$ cat config.mk
export PLATFORM = sky130hd
export DESIGN_NAME = framer_dev_flat
export DESIGN_NICKNAME = d
export VERILOG_FILES = /design/src/framer_pkg.sv /design/src/framer_bus_if.sv /design/src/framer_dev.sv /design/src/flat_wrapper.sv
export SDC_FILE = /design/constraint.sdc
export NUM_CORES = 2
export LEC_CHECK = 0
export BUFFER_PORTS_ARGS = -buffer_cell sky130_fd_sc_hd__buf_2
export CAP_MARGIN = 20
export CORE_MARGIN = 5
export CORE_UTILIZATION = 40
export DETAILED_ROUTE_END_ITERATION = 8
export PLACE_DENSITY = 0.57
export SLEW_MARGIN = 20
export SYNTH_ARGS = -nofsm -noshare
export SYNTH_HDL_FRONTEND = slang
export SYNTH_SLANG_ARGS = --single-unit
$ cat constraint.sdc
create_clock -name mclk -period 7 [get_ports mclk]
set_input_delay 1.4 -clock mclk [delete_from_list [all_inputs] [get_ports mclk]]
set_output_delay 1.4 -clock mclk [all_outputs]
set_load 0.02 [all_outputs]
$ cat src/framer_pkg.sv
`default_nettype none
package framer_pkg;
   // ===========================================================
   // Bus widths
   localparam int ADDR_W = 7;
   localparam int DATA_W = 8;
   localparam int NREGS  = 128;
   localparam int SIG_W  = 4;
   typedef logic [ADDR_W-1:0] addr_t;
   typedef logic [DATA_W-1:0] byte_t;
   typedef logic [SIG_W-1:0]  sig_idx_t;

   // ===========================================================
   // Register offsets
   localparam addr_t OFS_TX_SIG          = 7'h00;
   localparam addr_t OFS_RX_SIG          = 7'h10;
   localparam addr_t OFS_T1_FIRST        = 7'h20;
   localparam addr_t OFS_FRAMER_MODE1    = 7'h21;
   localparam addr_t OFS_TX_OFFSET1      = 7'h2A;
   localparam addr_t OFS_RX_OFFSET1      = 7'h2C;
   localparam addr_t OFS_TX_PULSE_MASK0  = 7'h38;
   localparam addr_t OFS_TX_PULSE_MASK1  = 7'h39;
   localparam addr_t OFS_TX_PULSE_MASK2  = 7'h3A;
   localparam addr_t OFS_INT_MASK0       = 7'h3B;
   localparam addr_t OFS_INT_MASK5       = 7'h40;
   localparam addr_t OFS_ADDR_CMP_HIGH1  = 7'h4E;
   localparam addr_t OFS_ADDR_CMP_HIGH2  = 7'h4F;
   localparam addr_t OFS_ADDR_CMP_LOW2   = 7'h51;
   localparam addr_t OFS_T1_LAST         = 7'h61;
   localparam addr_t OFS_TX_SIG_CTRL     = 7'h62;
   localparam addr_t OFS_CHAN_CTRL1      = 7'h63;
   localparam addr_t OFS_COMMAND         = 7'h64;
   localparam addr_t OFS_INT_STATUS      = 7'h65;
   localparam addr_t OFS_DEV_STATUS      = 7'h66;

   // ===========================================================
   // Field positions
   localparam int LINE_STD_BIT     = 7;
   localparam int SIG_SEND_BIT     = 6;
   localparam int EXT_SLOT_BIT     = 4;
   localparam int SIG_CHG_MASK_BIT = 3;
   localparam int SIG_CHG_STAT_BIT = 3;
   localparam int CMD_TX_RES_BIT   = 4;
   localparam int CMD_RX_RES_BIT   = 6;
   localparam int STAT_T1_BIT      = 0;
   localparam int STAT_SETTLE_BIT  = 1;

   // ===========================================================
   // Default values
   localparam byte_t DEF_ZERO      = 8'h00;
   localparam byte_t DEF_MASK      = 8'hFF;
   localparam byte_t DEF_SLOT_OFS  = 8'h9C;
   localparam byte_t DEF_PULSE0    = 8'h40;
   localparam byte_t DEF_PULSE1    = 8'h03;
   localparam byte_t DEF_PULSE2    = 8'h7B;
   localparam byte_t DEF_ADDR_CMP1 = 8'hFD;
   localparam byte_t DEF_ADDR_CMP  = 8'hFF;

   // ===========================================================
   // Timing
   localparam int MCLK_PERIOD_NS = 100;
   localparam int RESET_MIN_NS   = 10000;
   localparam int SETTLE_MAX_NS  = 20000;
   localparam int RESET_MIN_CYC  =
      (RESET_MIN_NS + MCLK_PERIOD_NS - 1) / MCLK_PERIOD_NS;
   localparam int SETTLE_CYC     = SETTLE_MAX_NS / MCLK_PERIOD_NS;
   localparam int RESET_HOLD_CYC = RESET_MIN_CYC + 4;
   localparam int BUS_STROBE_CYC = 8;

   typedef enum logic [1:0]
   {
      MODE_E1     = 2'b00,
      MODE_SETTLE = 2'b01,
      MODE_T1     = 2'b11
   } mode_t;

   typedef enum logic [1:0]
   {
      HST_IDLE   = 2'b00,
      HST_ACCESS = 2'b01,
      HST_RESET  = 2'b10
   } host_state_t;

   // T1/J1 default of a control register
   function automatic byte_t t1_default(input addr_t a);
      byte_t v;
      v = DEF_ZERO;
      if (a == OFS_TX_OFFSET1 || a == OFS_RX_OFFSET1)
         v = DEF_SLOT_OFS;
      if (a == OFS_TX_PULSE_MASK0)
         v = DEF_PULSE0;
      if (a == OFS_TX_PULSE_MASK1)
         v = DEF_PULSE1;
      if (a == OFS_TX_PULSE_MASK2)
         v = DEF_PULSE2;
      if (a >= OFS_INT_MASK0 && a <= OFS_INT_MASK5)
         v = DEF_MASK;
      if (a == OFS_ADDR_CMP_HIGH1)
         v = DEF_ADDR_CMP1;
      if (a >= OFS_ADDR_CMP_HIGH2 && a <= OFS_ADDR_CMP_LOW2)
         v = DEF_ADDR_CMP;
      return v;
   endfunction
endpackage
`default_nettype wire

$ cat src/framer_bus_if.sv
`timescale 1ns/100ps
`default_nettype none
interface framer_bus_if
   import framer_pkg::*;
(
   input wire logic mclk
);
   logic  reset_pin_n;
   addr_t addr;
   byte_t wdata;
   logic  wr_n;
   logic  rd_n;
   byte_t rdata;
   logic  rdata_oe_n;
   logic  irq_n;
   logic  irq_oe_n;
   byte_t rdata_line;
   logic  irq_line;

   // Pull-ups hold released lines high
   assign rdata_line = rdata_oe_n ? DEF_MASK : rdata;
   assign irq_line   = irq_oe_n ? 1'b1 : irq_n;

   modport dev
   (
      input  mclk, reset_pin_n, addr, wdata, wr_n, rd_n,
      output rdata, rdata_oe_n, irq_n, irq_oe_n
   );
   modport host
   (
      input  mclk, rdata_line, irq_line,
      output reset_pin_n, addr, wdata, wr_n, rd_n
   );
endinterface
`default_nettype wire

$ cat src/framer_dev.sv
`timescale 1ns/100ps
`default_nettype none
module framer_dev
   import framer_pkg::*;
(
   input  wire logic     sys_rst,
   framer_bus_if.dev     bus,
   input  wire logic     rx_sig_we,
   input  wire sig_idx_t rx_sig_idx,
   input  wire byte_t    rx_sig_data,
   output logic          tx_sig_valid,
   output sig_idx_t      tx_sig_idx,
   output byte_t         tx_sig_data,
   output logic          line_mode_t1,
   output logic          tx_soft_reset,
   output logic          rx_soft_reset
);
   localparam int SYNC_W = 3 + ADDR_W + DATA_W;
   localparam int RCNT_W = $clog2(RESET_MIN_CYC + 1);
   localparam int SCNT_W = $clog2(SETTLE_CYC + 1);
   localparam logic [RCNT_W-1:0] RCNT_MAX = RCNT_W'(RESET_MIN_CYC);
   localparam logic [SCNT_W-1:0] SCNT_END = SCNT_W'(SETTLE_CYC - 1);

   logic [SYNC_W-1:0] sync1_q;
   logic [SYNC_W-1:0] sync2_q;
   logic              pin_rst_n;
   logic              wr_s;
   logic              rd_s;
   addr_t             addr_s;
   byte_t             wdata_s;
   logic              wr_prev_q;
   logic              rd_prev_q;
   logic              wr_fall;
   logic              rd_fall;
   logic [RCNT_W-1:0] rcnt_q;
   logic              dev_rst_q;
   logic              rst;
   mode_t             mode_q;
   logic [SCNT_W-1:0] scnt_q;
   logic              load_t1;
   byte_t             regs_q [NREGS];
   logic              sig_chg_q;
   logic              sig_chg_evt;
   addr_t             rx_a;
   sig_idx_t          tcnt_q;
   byte_t             rd_val;
   logic              irq_act;

   function automatic logic writable(input addr_t a);
      return a < OFS_RX_SIG || (a >= OFS_T1_FIRST && a <= OFS_CHAN_CTRL1);
   endfunction

   // ===========================================================
   // Pin synchronisers
   always_ff @(posedge bus.mclk)
   begin
      sync1_q <= {bus.reset_pin_n, bus.wr_n, bus.rd_n, bus.addr, bus.wdata};
      sync2_q <= sync1_q;
   end

   assign {pin_rst_n, wr_s, rd_s, addr_s, wdata_s} = sync2_q;

   always_ff @(posedge bus.mclk)
   begin
      if (rst)
      begin
         wr_prev_q <= 1'b1;
         rd_prev_q <= 1'b1;
      end
      else
      begin
         wr_prev_q <= wr_s;
         rd_prev_q <= rd_s;
      end
   end

   assign wr_fall = wr_prev_q & ~wr_s;
   assign rd_fall = rd_prev_q & ~rd_s;

   // ===========================================================
   // Reset pin qualification
   // Short glitches on the pin never reach the state
   always_ff @(posedge bus.mclk)
   begin
      if (sys_rst || pin_rst_n)
         rcnt_q <= '0;
      else if (rcnt_q != RCNT_MAX)
         rcnt_q <= rcnt_q + 1'b1;
   end

   always_ff @(posedge bus.mclk)
   begin
      if (sys_rst)
         dev_rst_q <= 1'b0;
      else if (pin_rst_n)
         dev_rst_q <= 1'b0;
      else if (rcnt_q == RCNT_MAX - 1'b1)
         dev_rst_q <= 1'b1;
   end

   assign rst = sys_rst | dev_rst_q;

   // ===========================================================
   // Line standard
   // Needs the running master clock to count out
   always_ff @(posedge bus.mclk)
   begin
      if (rst)
         mode_q <= MODE_E1;
      else
      begin
         unique case (mode_q)
            MODE_E1:
               if (wr_fall && addr_s == OFS_FRAMER_MODE1 &&
                   wdata_s[LINE_STD_BIT])
                  mode_q <= MODE_SETTLE;
            MODE_SETTLE:
               if (scnt_q == SCNT_END)
                  mode_q <= MODE_T1;
            MODE_T1:
               if (wr_fall && addr_s == OFS_FRAMER_MODE1 &&
                   !wdata_s[LINE_STD_BIT])
                  mode_q <= MODE_E1;
            default:
               mode_q <= MODE_E1;
         endcase
      end
   end

   always_ff @(posedge bus.mclk)
   begin
      if (rst || mode_q != MODE_SETTLE)
         scnt_q <= '0;
      else
         scnt_q <= scnt_q + 1'b1;
   end

   assign load_t1 = (mode_q == MODE_SETTLE) && (scnt_q == SCNT_END);

   // ===========================================================
   // Register file
   assign rx_a = OFS_RX_SIG + addr_t'(rx_sig_idx);

   always_ff @(posedge bus.mclk)
   begin
      if (rst)
      begin
         for (int i = 0; i < NREGS; i++)
            regs_q[i] <= (addr_t'(i) >= OFS_INT_MASK0 &&
                          addr_t'(i) <= OFS_INT_MASK5) ?
                         DEF_MASK : DEF_ZERO;
      end
      else
      begin
         if (load_t1)
         begin
            for (int i = 0; i < NREGS; i++)
               if (addr_t'(i) >= OFS_T1_FIRST && addr_t'(i) <= OFS_T1_LAST)
                  regs_q[i] <= t1_default(addr_t'(i));
            // Standard select stays high or the register reads back as E1
            regs_q[OFS_FRAMER_MODE1][LINE_STD_BIT] <= 1'b1;
         end
         else if (wr_fall && writable(addr_s))
            regs_q[addr_s] <= wdata_s;
         if (rx_sig_we)
            regs_q[rx_a] <= rx_sig_data;
      end
   end
   // Defaults of t1_default
   // and over the loaded range

   // ===========================================================
   // Signalling change event
   assign sig_chg_evt = rx_sig_we && (rx_sig_data != regs_q[rx_a]);

   always_ff @(posedge bus.mclk)
   begin
      if (rst)
         sig_chg_q <= 1'b0;
      else if (sig_chg_evt)
         sig_chg_q <= 1'b1;
      else if (rd_fall && addr_s == OFS_INT_STATUS)
         sig_chg_q <= 1'b0;
   end

   assign irq_act = sig_chg_q &
                    ~regs_q[OFS_INT_MASK0][SIG_CHG_MASK_BIT];

   // ===========================================================
   // Read path
   always_comb
   begin
      rd_val = DEF_ZERO;
      if (addr_s == OFS_INT_STATUS)
         rd_val[SIG_CHG_STAT_BIT] = sig_chg_q;
      else if (addr_s == OFS_DEV_STATUS)
      begin
         rd_val[STAT_T1_BIT]     = (mode_q == MODE_T1);
         rd_val[STAT_SETTLE_BIT] = (mode_q == MODE_SETTLE);
      end
      else if (addr_s <= OFS_CHAN_CTRL1)
         rd_val = regs_q[addr_s];
   end

   always_ff @(posedge bus.mclk)
   begin
      if (rst)
      begin
         bus.rdata      <= DEF_ZERO;
         bus.rdata_oe_n <= 1'b1;
      end
      else if (rd_fall)
      begin
         bus.rdata      <= rd_val;
         bus.rdata_oe_n <= 1'b0;
      end
      else if (rd_s)
         bus.rdata_oe_n <= 1'b1;
   end

   always_ff @(posedge bus.mclk)
   begin
      if (rst)
      begin
         bus.irq_n    <= 1'b1;
         bus.irq_oe_n <= 1'b1;
      end
      else
      begin
         bus.irq_n    <= ~irq_act;
         bus.irq_oe_n <= 1'b0;
      end
   end

   // ===========================================================
   // Soft reset commands
   always_ff @(posedge bus.mclk)
   begin
      if (rst)
      begin
         tx_soft_reset <= 1'b0;
         rx_soft_reset <= 1'b0;
      end
      else
      begin
         tx_soft_reset <= wr_fall && addr_s == OFS_COMMAND &&
                          wdata_s[CMD_TX_RES_BIT];
         rx_soft_reset <= wr_fall && addr_s == OFS_COMMAND &&
                          wdata_s[CMD_RX_RES_BIT];
      end
   end

   // ===========================================================
   // Transmit signalling stream
   always_ff @(posedge bus.mclk)
   begin
      if (rst)
      begin
         tcnt_q       <= '0;
         tx_sig_valid <= 1'b0;
         tx_sig_idx   <= '0;
         tx_sig_data  <= DEF_ZERO;
         line_mode_t1 <= 1'b0;
      end
      else
      begin
         tcnt_q       <= tcnt_q + 1'b1;
         tx_sig_valid <= (mode_q == MODE_E1) &&
                         regs_q[OFS_TX_SIG_CTRL][SIG_SEND_BIT] &&
                         !regs_q[OFS_CHAN_CTRL1][EXT_SLOT_BIT];
         tx_sig_idx   <= tcnt_q;
         tx_sig_data  <= regs_q[OFS_TX_SIG + addr_t'(tcnt_q)];
         line_mode_t1 <= (mode_q == MODE_T1);
      end
   end
endmodule
`default_nettype wire

$ cat src/flat_wrapper.sv
// flat-port wrapper written by rule: the top's interface ports become plain ports
module framer_dev_flat import framer_pkg::*;
  (sys_rst, rx_sig_we, rx_sig_idx, rx_sig_data, tx_sig_valid, tx_sig_idx, tx_sig_data, line_mode_t1, tx_soft_reset, rx_soft_reset, mclk, bus_reset_pin_n, bus_addr, bus_wdata, bus_wr_n, bus_rd_n, bus_rdata, bus_rdata_oe_n, bus_irq_n, bus_irq_oe_n);
  framer_bus_if bus_i (.mclk(mclk));
  input  wire logic sys_rst;
  input  wire logic rx_sig_we;
  input  wire sig_idx_t rx_sig_idx;
  input  wire byte_t rx_sig_data;
  output logic tx_sig_valid;
  output sig_idx_t tx_sig_idx;
  output byte_t tx_sig_data;
  output logic line_mode_t1;
  output logic tx_soft_reset;
  output logic rx_soft_reset;
  input wire logic mclk;
  input wire logic [$bits(bus_i.reset_pin_n)-1:0] bus_reset_pin_n;
  input wire logic [$bits(bus_i.addr)-1:0] bus_addr;
  input wire logic [$bits(bus_i.wdata)-1:0] bus_wdata;
  input wire logic [$bits(bus_i.wr_n)-1:0] bus_wr_n;
  input wire logic [$bits(bus_i.rd_n)-1:0] bus_rd_n;
  output wire logic [$bits(bus_i.rdata)-1:0] bus_rdata;
  output wire logic [$bits(bus_i.rdata_oe_n)-1:0] bus_rdata_oe_n;
  output wire logic [$bits(bus_i.irq_n)-1:0] bus_irq_n;
  output wire logic [$bits(bus_i.irq_oe_n)-1:0] bus_irq_oe_n;
  assign bus_i.reset_pin_n = bus_reset_pin_n;
  assign bus_i.addr = bus_addr;
  assign bus_i.wdata = bus_wdata;
  assign bus_i.wr_n = bus_wr_n;
  assign bus_i.rd_n = bus_rd_n;
  assign bus_rdata = bus_i.rdata;
  assign bus_rdata_oe_n = bus_i.rdata_oe_n;
  assign bus_irq_n = bus_i.irq_n;
  assign bus_irq_oe_n = bus_i.irq_oe_n;
  framer_dev u_core (.sys_rst(sys_rst), .bus(bus_i), .rx_sig_we(rx_sig_we), .rx_sig_idx(rx_sig_idx), .rx_sig_data(rx_sig_data), .tx_sig_valid(tx_sig_valid), .tx_sig_idx(tx_sig_idx), .tx_sig_data(tx_sig_data), .line_mode_t1(line_mode_t1), .tx_soft_reset(tx_soft_reset), .rx_soft_reset(rx_soft_reset));
endmodule
==> results.ini <==
[clock_network]
post_cts_resized=0
clk_path_buf_depth=3
cts_setup_buffers=0
cts_buffers=115
clock_latency_ns=0.75
path_clk_slew_ns=0.07
ctsHtreeMaxLevel=3
cts.sinks=1088
cts_tree=yes
cts_hold_buf=0
clk_root_buffer_cell=clkbuf_16

[timing]
slew_headroom_pct=22.4
min_period_ns=4.52
hold_slack_ns=0.317
finalSetupTns_ns=0
finalMaxSlewViolations=0
max_freq_mhz=221
finalCritPeriodShare_pct=64.6
setup_viol=0
finClkSkew_ns=0.0451
rsz0062_at_grt=false
worst_slew_pin_slew_ns=1.16
final_hold_viol_count=0

[worst_setup_path]
r2r_end=u_core.bus.rdata[4]
r2r-start=u_core.sync2_q[8]
reg2reg_depth=9
path_max_fanout=91
start_kind=flop
crit_required_ns=7.61
regToRegSetupSlack_ns=2.48
arrival_ns=5.13
criticalPathCategory=reg2reg
worstSetupStartpoint=u_core.sync2_q[8]
worstSetupEndpointType=flop

[job]
cap_violations=0

[power_and_ir_drop]
p_int_mw=11.0
ir_worst_vdd_mv=0.182
clkPwrFrac_pct=40.6
switching_share_pct=24.8
power_frac_seq_pct=51.0
power_mw=14.7
p_leak_nw=21.0
pwr-share-comb_pct=8.5
power_density_nw_per_um2=259
power.switching_mw=3.64

[logic_synthesis]
synth_enable_flop_cells=999
synth_top_area_cell=edfxtp_1
ys_ff_latch=1088
async_reset_ff_share_pct=0
synth_mux_area_share_pct=9.30
synth_cell_types=87
synth_area_um2=50100
synth_top_family_by_area=simple AND/OR/NAND/NOR gates
synth_top_area_share_pct=59.8
synth_warnings=0
synth_compound_area_share_pct=9.51
netlist_instances=3693
ys_top_cells_by_area=edfxtp_1 (60%), and2_1 (6.8%), mux4_2 (5.3%)
synthSimpleGateAreaFrac_pct=13.7
yosysSeqAreaShare_pct=63.4
syn_avg_cell_area_um2=13.6
ys.flop_type=edfxtp_1
synth_fa_ha_area_share_pct=0.0998
synth_xor_area_share_pct=0.384

[floorplanning]
die_y_um=364
die-area_um2=133000
initial_utilization_pct=40.4
fp-row-count=129
core_um2=124000
io_pins=60
dieWidth_um=364

[global_routing]
grt_pass1_vias=32600
grt_pass1_wl_um=243000
grt_overflow=0
grt_start_max_net_pins=92
antenna_found_initial=7
grt_usage_pct=25.3

[routing]
first_pass_iters=8
wl_um=170000
wl_per_cell_um=30.3
drtIter0Drc=4684
vias=33600
detail-route-antenna-nets=0
via_per_inst=5.96
drc=0

[worst_hold_path]
holdCritPathClass=reg2reg
hold_start=u_core.sync1_q[7]
min_to=u_core.sync2_q[7]
hold_depth=0

[finish]
final_cell_area_um2=56700
drive_above_1_share_pct=17.0
finalNonFillerCells=5635
finalNetCount=3931
area_growth_pct=13.0

[placement]
place_area_um2=53000
hpwl_um=106000
gp_congestion=0.923
post-place-cells=5414
port_buffers=59

[status]
status=complete, no violations

## final cells by class
cell class                      count  area [um^2]
Fill cell                       11000        67500
Antenna cell                        5         12.5
Tap cell                         1637         2050
Clock inverter                     72          532
Clock buffer                      144         3070
Multi-Input combinational cell   2424        17400
Sequential cell                  1088        31800
Inverter                           42          158
Timing Repair Buffer              223         1600
## through the flow
stage               setup WS [ns]  util [%]
floorplan                    3.28         -
detailed placement           2.14      42.7
global placement             2.26      42.7
finish                       2.48      45.6
CTS                          2.61      45.6
global route                 2.45      45.6
## synthesized netlist by cell type (all sizes together), types with 10 or more instances
cell type	count
edfxtp	999
and2	547
clkbuf	214
and3	193
nor2	178
o21ai	172
nand2	131
buf	124
mux4	121
a21oi	103
a221oi	103
mux2i	96
dfxtp	89
mux2	86
a22oi	75
or3	52
inv	40
nand3	38
a31o	31
a22o	30
o221ai	25
a221o	23
a31oi	18
nor3	16
o22ai	16
o211ai	14
xor2	14
nor2b	13
nand2b	11
a211oi	10
## worst max-delay path by stage
stage / endpoint / slack, ns / depth (start not counted)
floorplan: u_core.regs_q[12][0] / 3.28 / 9
global placement: u_core.regs_q[78][2] / 2.26 / 10
detailed placement: u_core.regs_q[78][3] / 2.14 / 10
CTS: u_core.bus.rdata[4] / 2.61 / 9
global route: u_core.bus.rdata[4] / 2.45 / 9
finish: u_core.bus.rdata[4] / 2.48 / 9
## layout by cell type (no fill, tap or decap), drive strengths merged, types with 6 or more instances in the layout
cell and n:
nand4 9, a22oi 75, o211ai 14, bufinv 6, a31o 31, nor2b 13, a21oi 103, a31oi 18
nand3 38, a22o 30, clkinv 57, nand2 131, dfxtp 89, nor2 178, xor2 14, nand2b 11
o221ai 25, mux4 121, nor3 16, mux2 86, buf 223, nor4 9, a221oi 103, mux2i 96
clkbuf 144, conb 200, xnor2 8, and2 547, o22ai 16, inv 46, a221o 23, and3 193
or3 52, a211oi 10, edfxtp 999, o21ai 172
## layer usage
layer	share of wire [%]	wire, um	global-route usage (%)	vias up
met5	0.020	34	0	-
met4	3.7	6250	8.41	6
met3	11	17900	6.74	371
met2	45	76700	39.0	1963
met1	41	69600	34.9	17000
li1	-	-	-	14300
## cell families (layout without fill, tap and decap cells)
logic type / after synthesis / count (layout)
muxes: 303 / 303
buffers and inverters: 380 / 481
xor gates and xnor gates: 22 / 22
AOI/OAI and AO/OA: 676 / 676
other: 1 / 205
adders and majority gates: 4 / 4
DFF: 1088 / 1088
and+or+nand+nor: 1219 / 1219
## critical path, stage by stage (launching register included)
cell and delay, ns:
dfxtp_4 0.72, buf_12 0.58, buf_4 0.70, nor2_4 0.07, buf_4 0.36, a221o_1 0.44, a2111oi_0 0.53, nor4_1 0.10
nor3_1 0.51, o22ai_1 0.16
## registers in the layout, summed over array words and instances, names as in the netlist, 2 cells and up
| signal | count |
|---|---|
| u_core.scnt_q | 8 |
| u_core.sync1_q | 18 |
| u_core.tcnt_q | 4 |
| u_core.mode_q | 2 |
| u_core.bus.rdata | 8 |
| u_core.tx_sig_idx | 4 |
| u_core.rcnt_q | 7 |
| u_core.regs_q | 1000 |
| u_core.sync2_q | 18 |
| u_core.tx_sig_data | 8 |
## power by group through the flow
stage	Sequential [mW]	Clock [mW]	Combinational [mW]
after detailed placement	7.62	0	1.22
after global placement	7.61	0	1.21
after floorplan	7.55	0	0.722
after global routing	7.50	6.31	1.29
final	7.48	5.96	1.24
after CTS	7.48	6.02	1.22
Note: power is estimated with default switching activity, not from simulation.
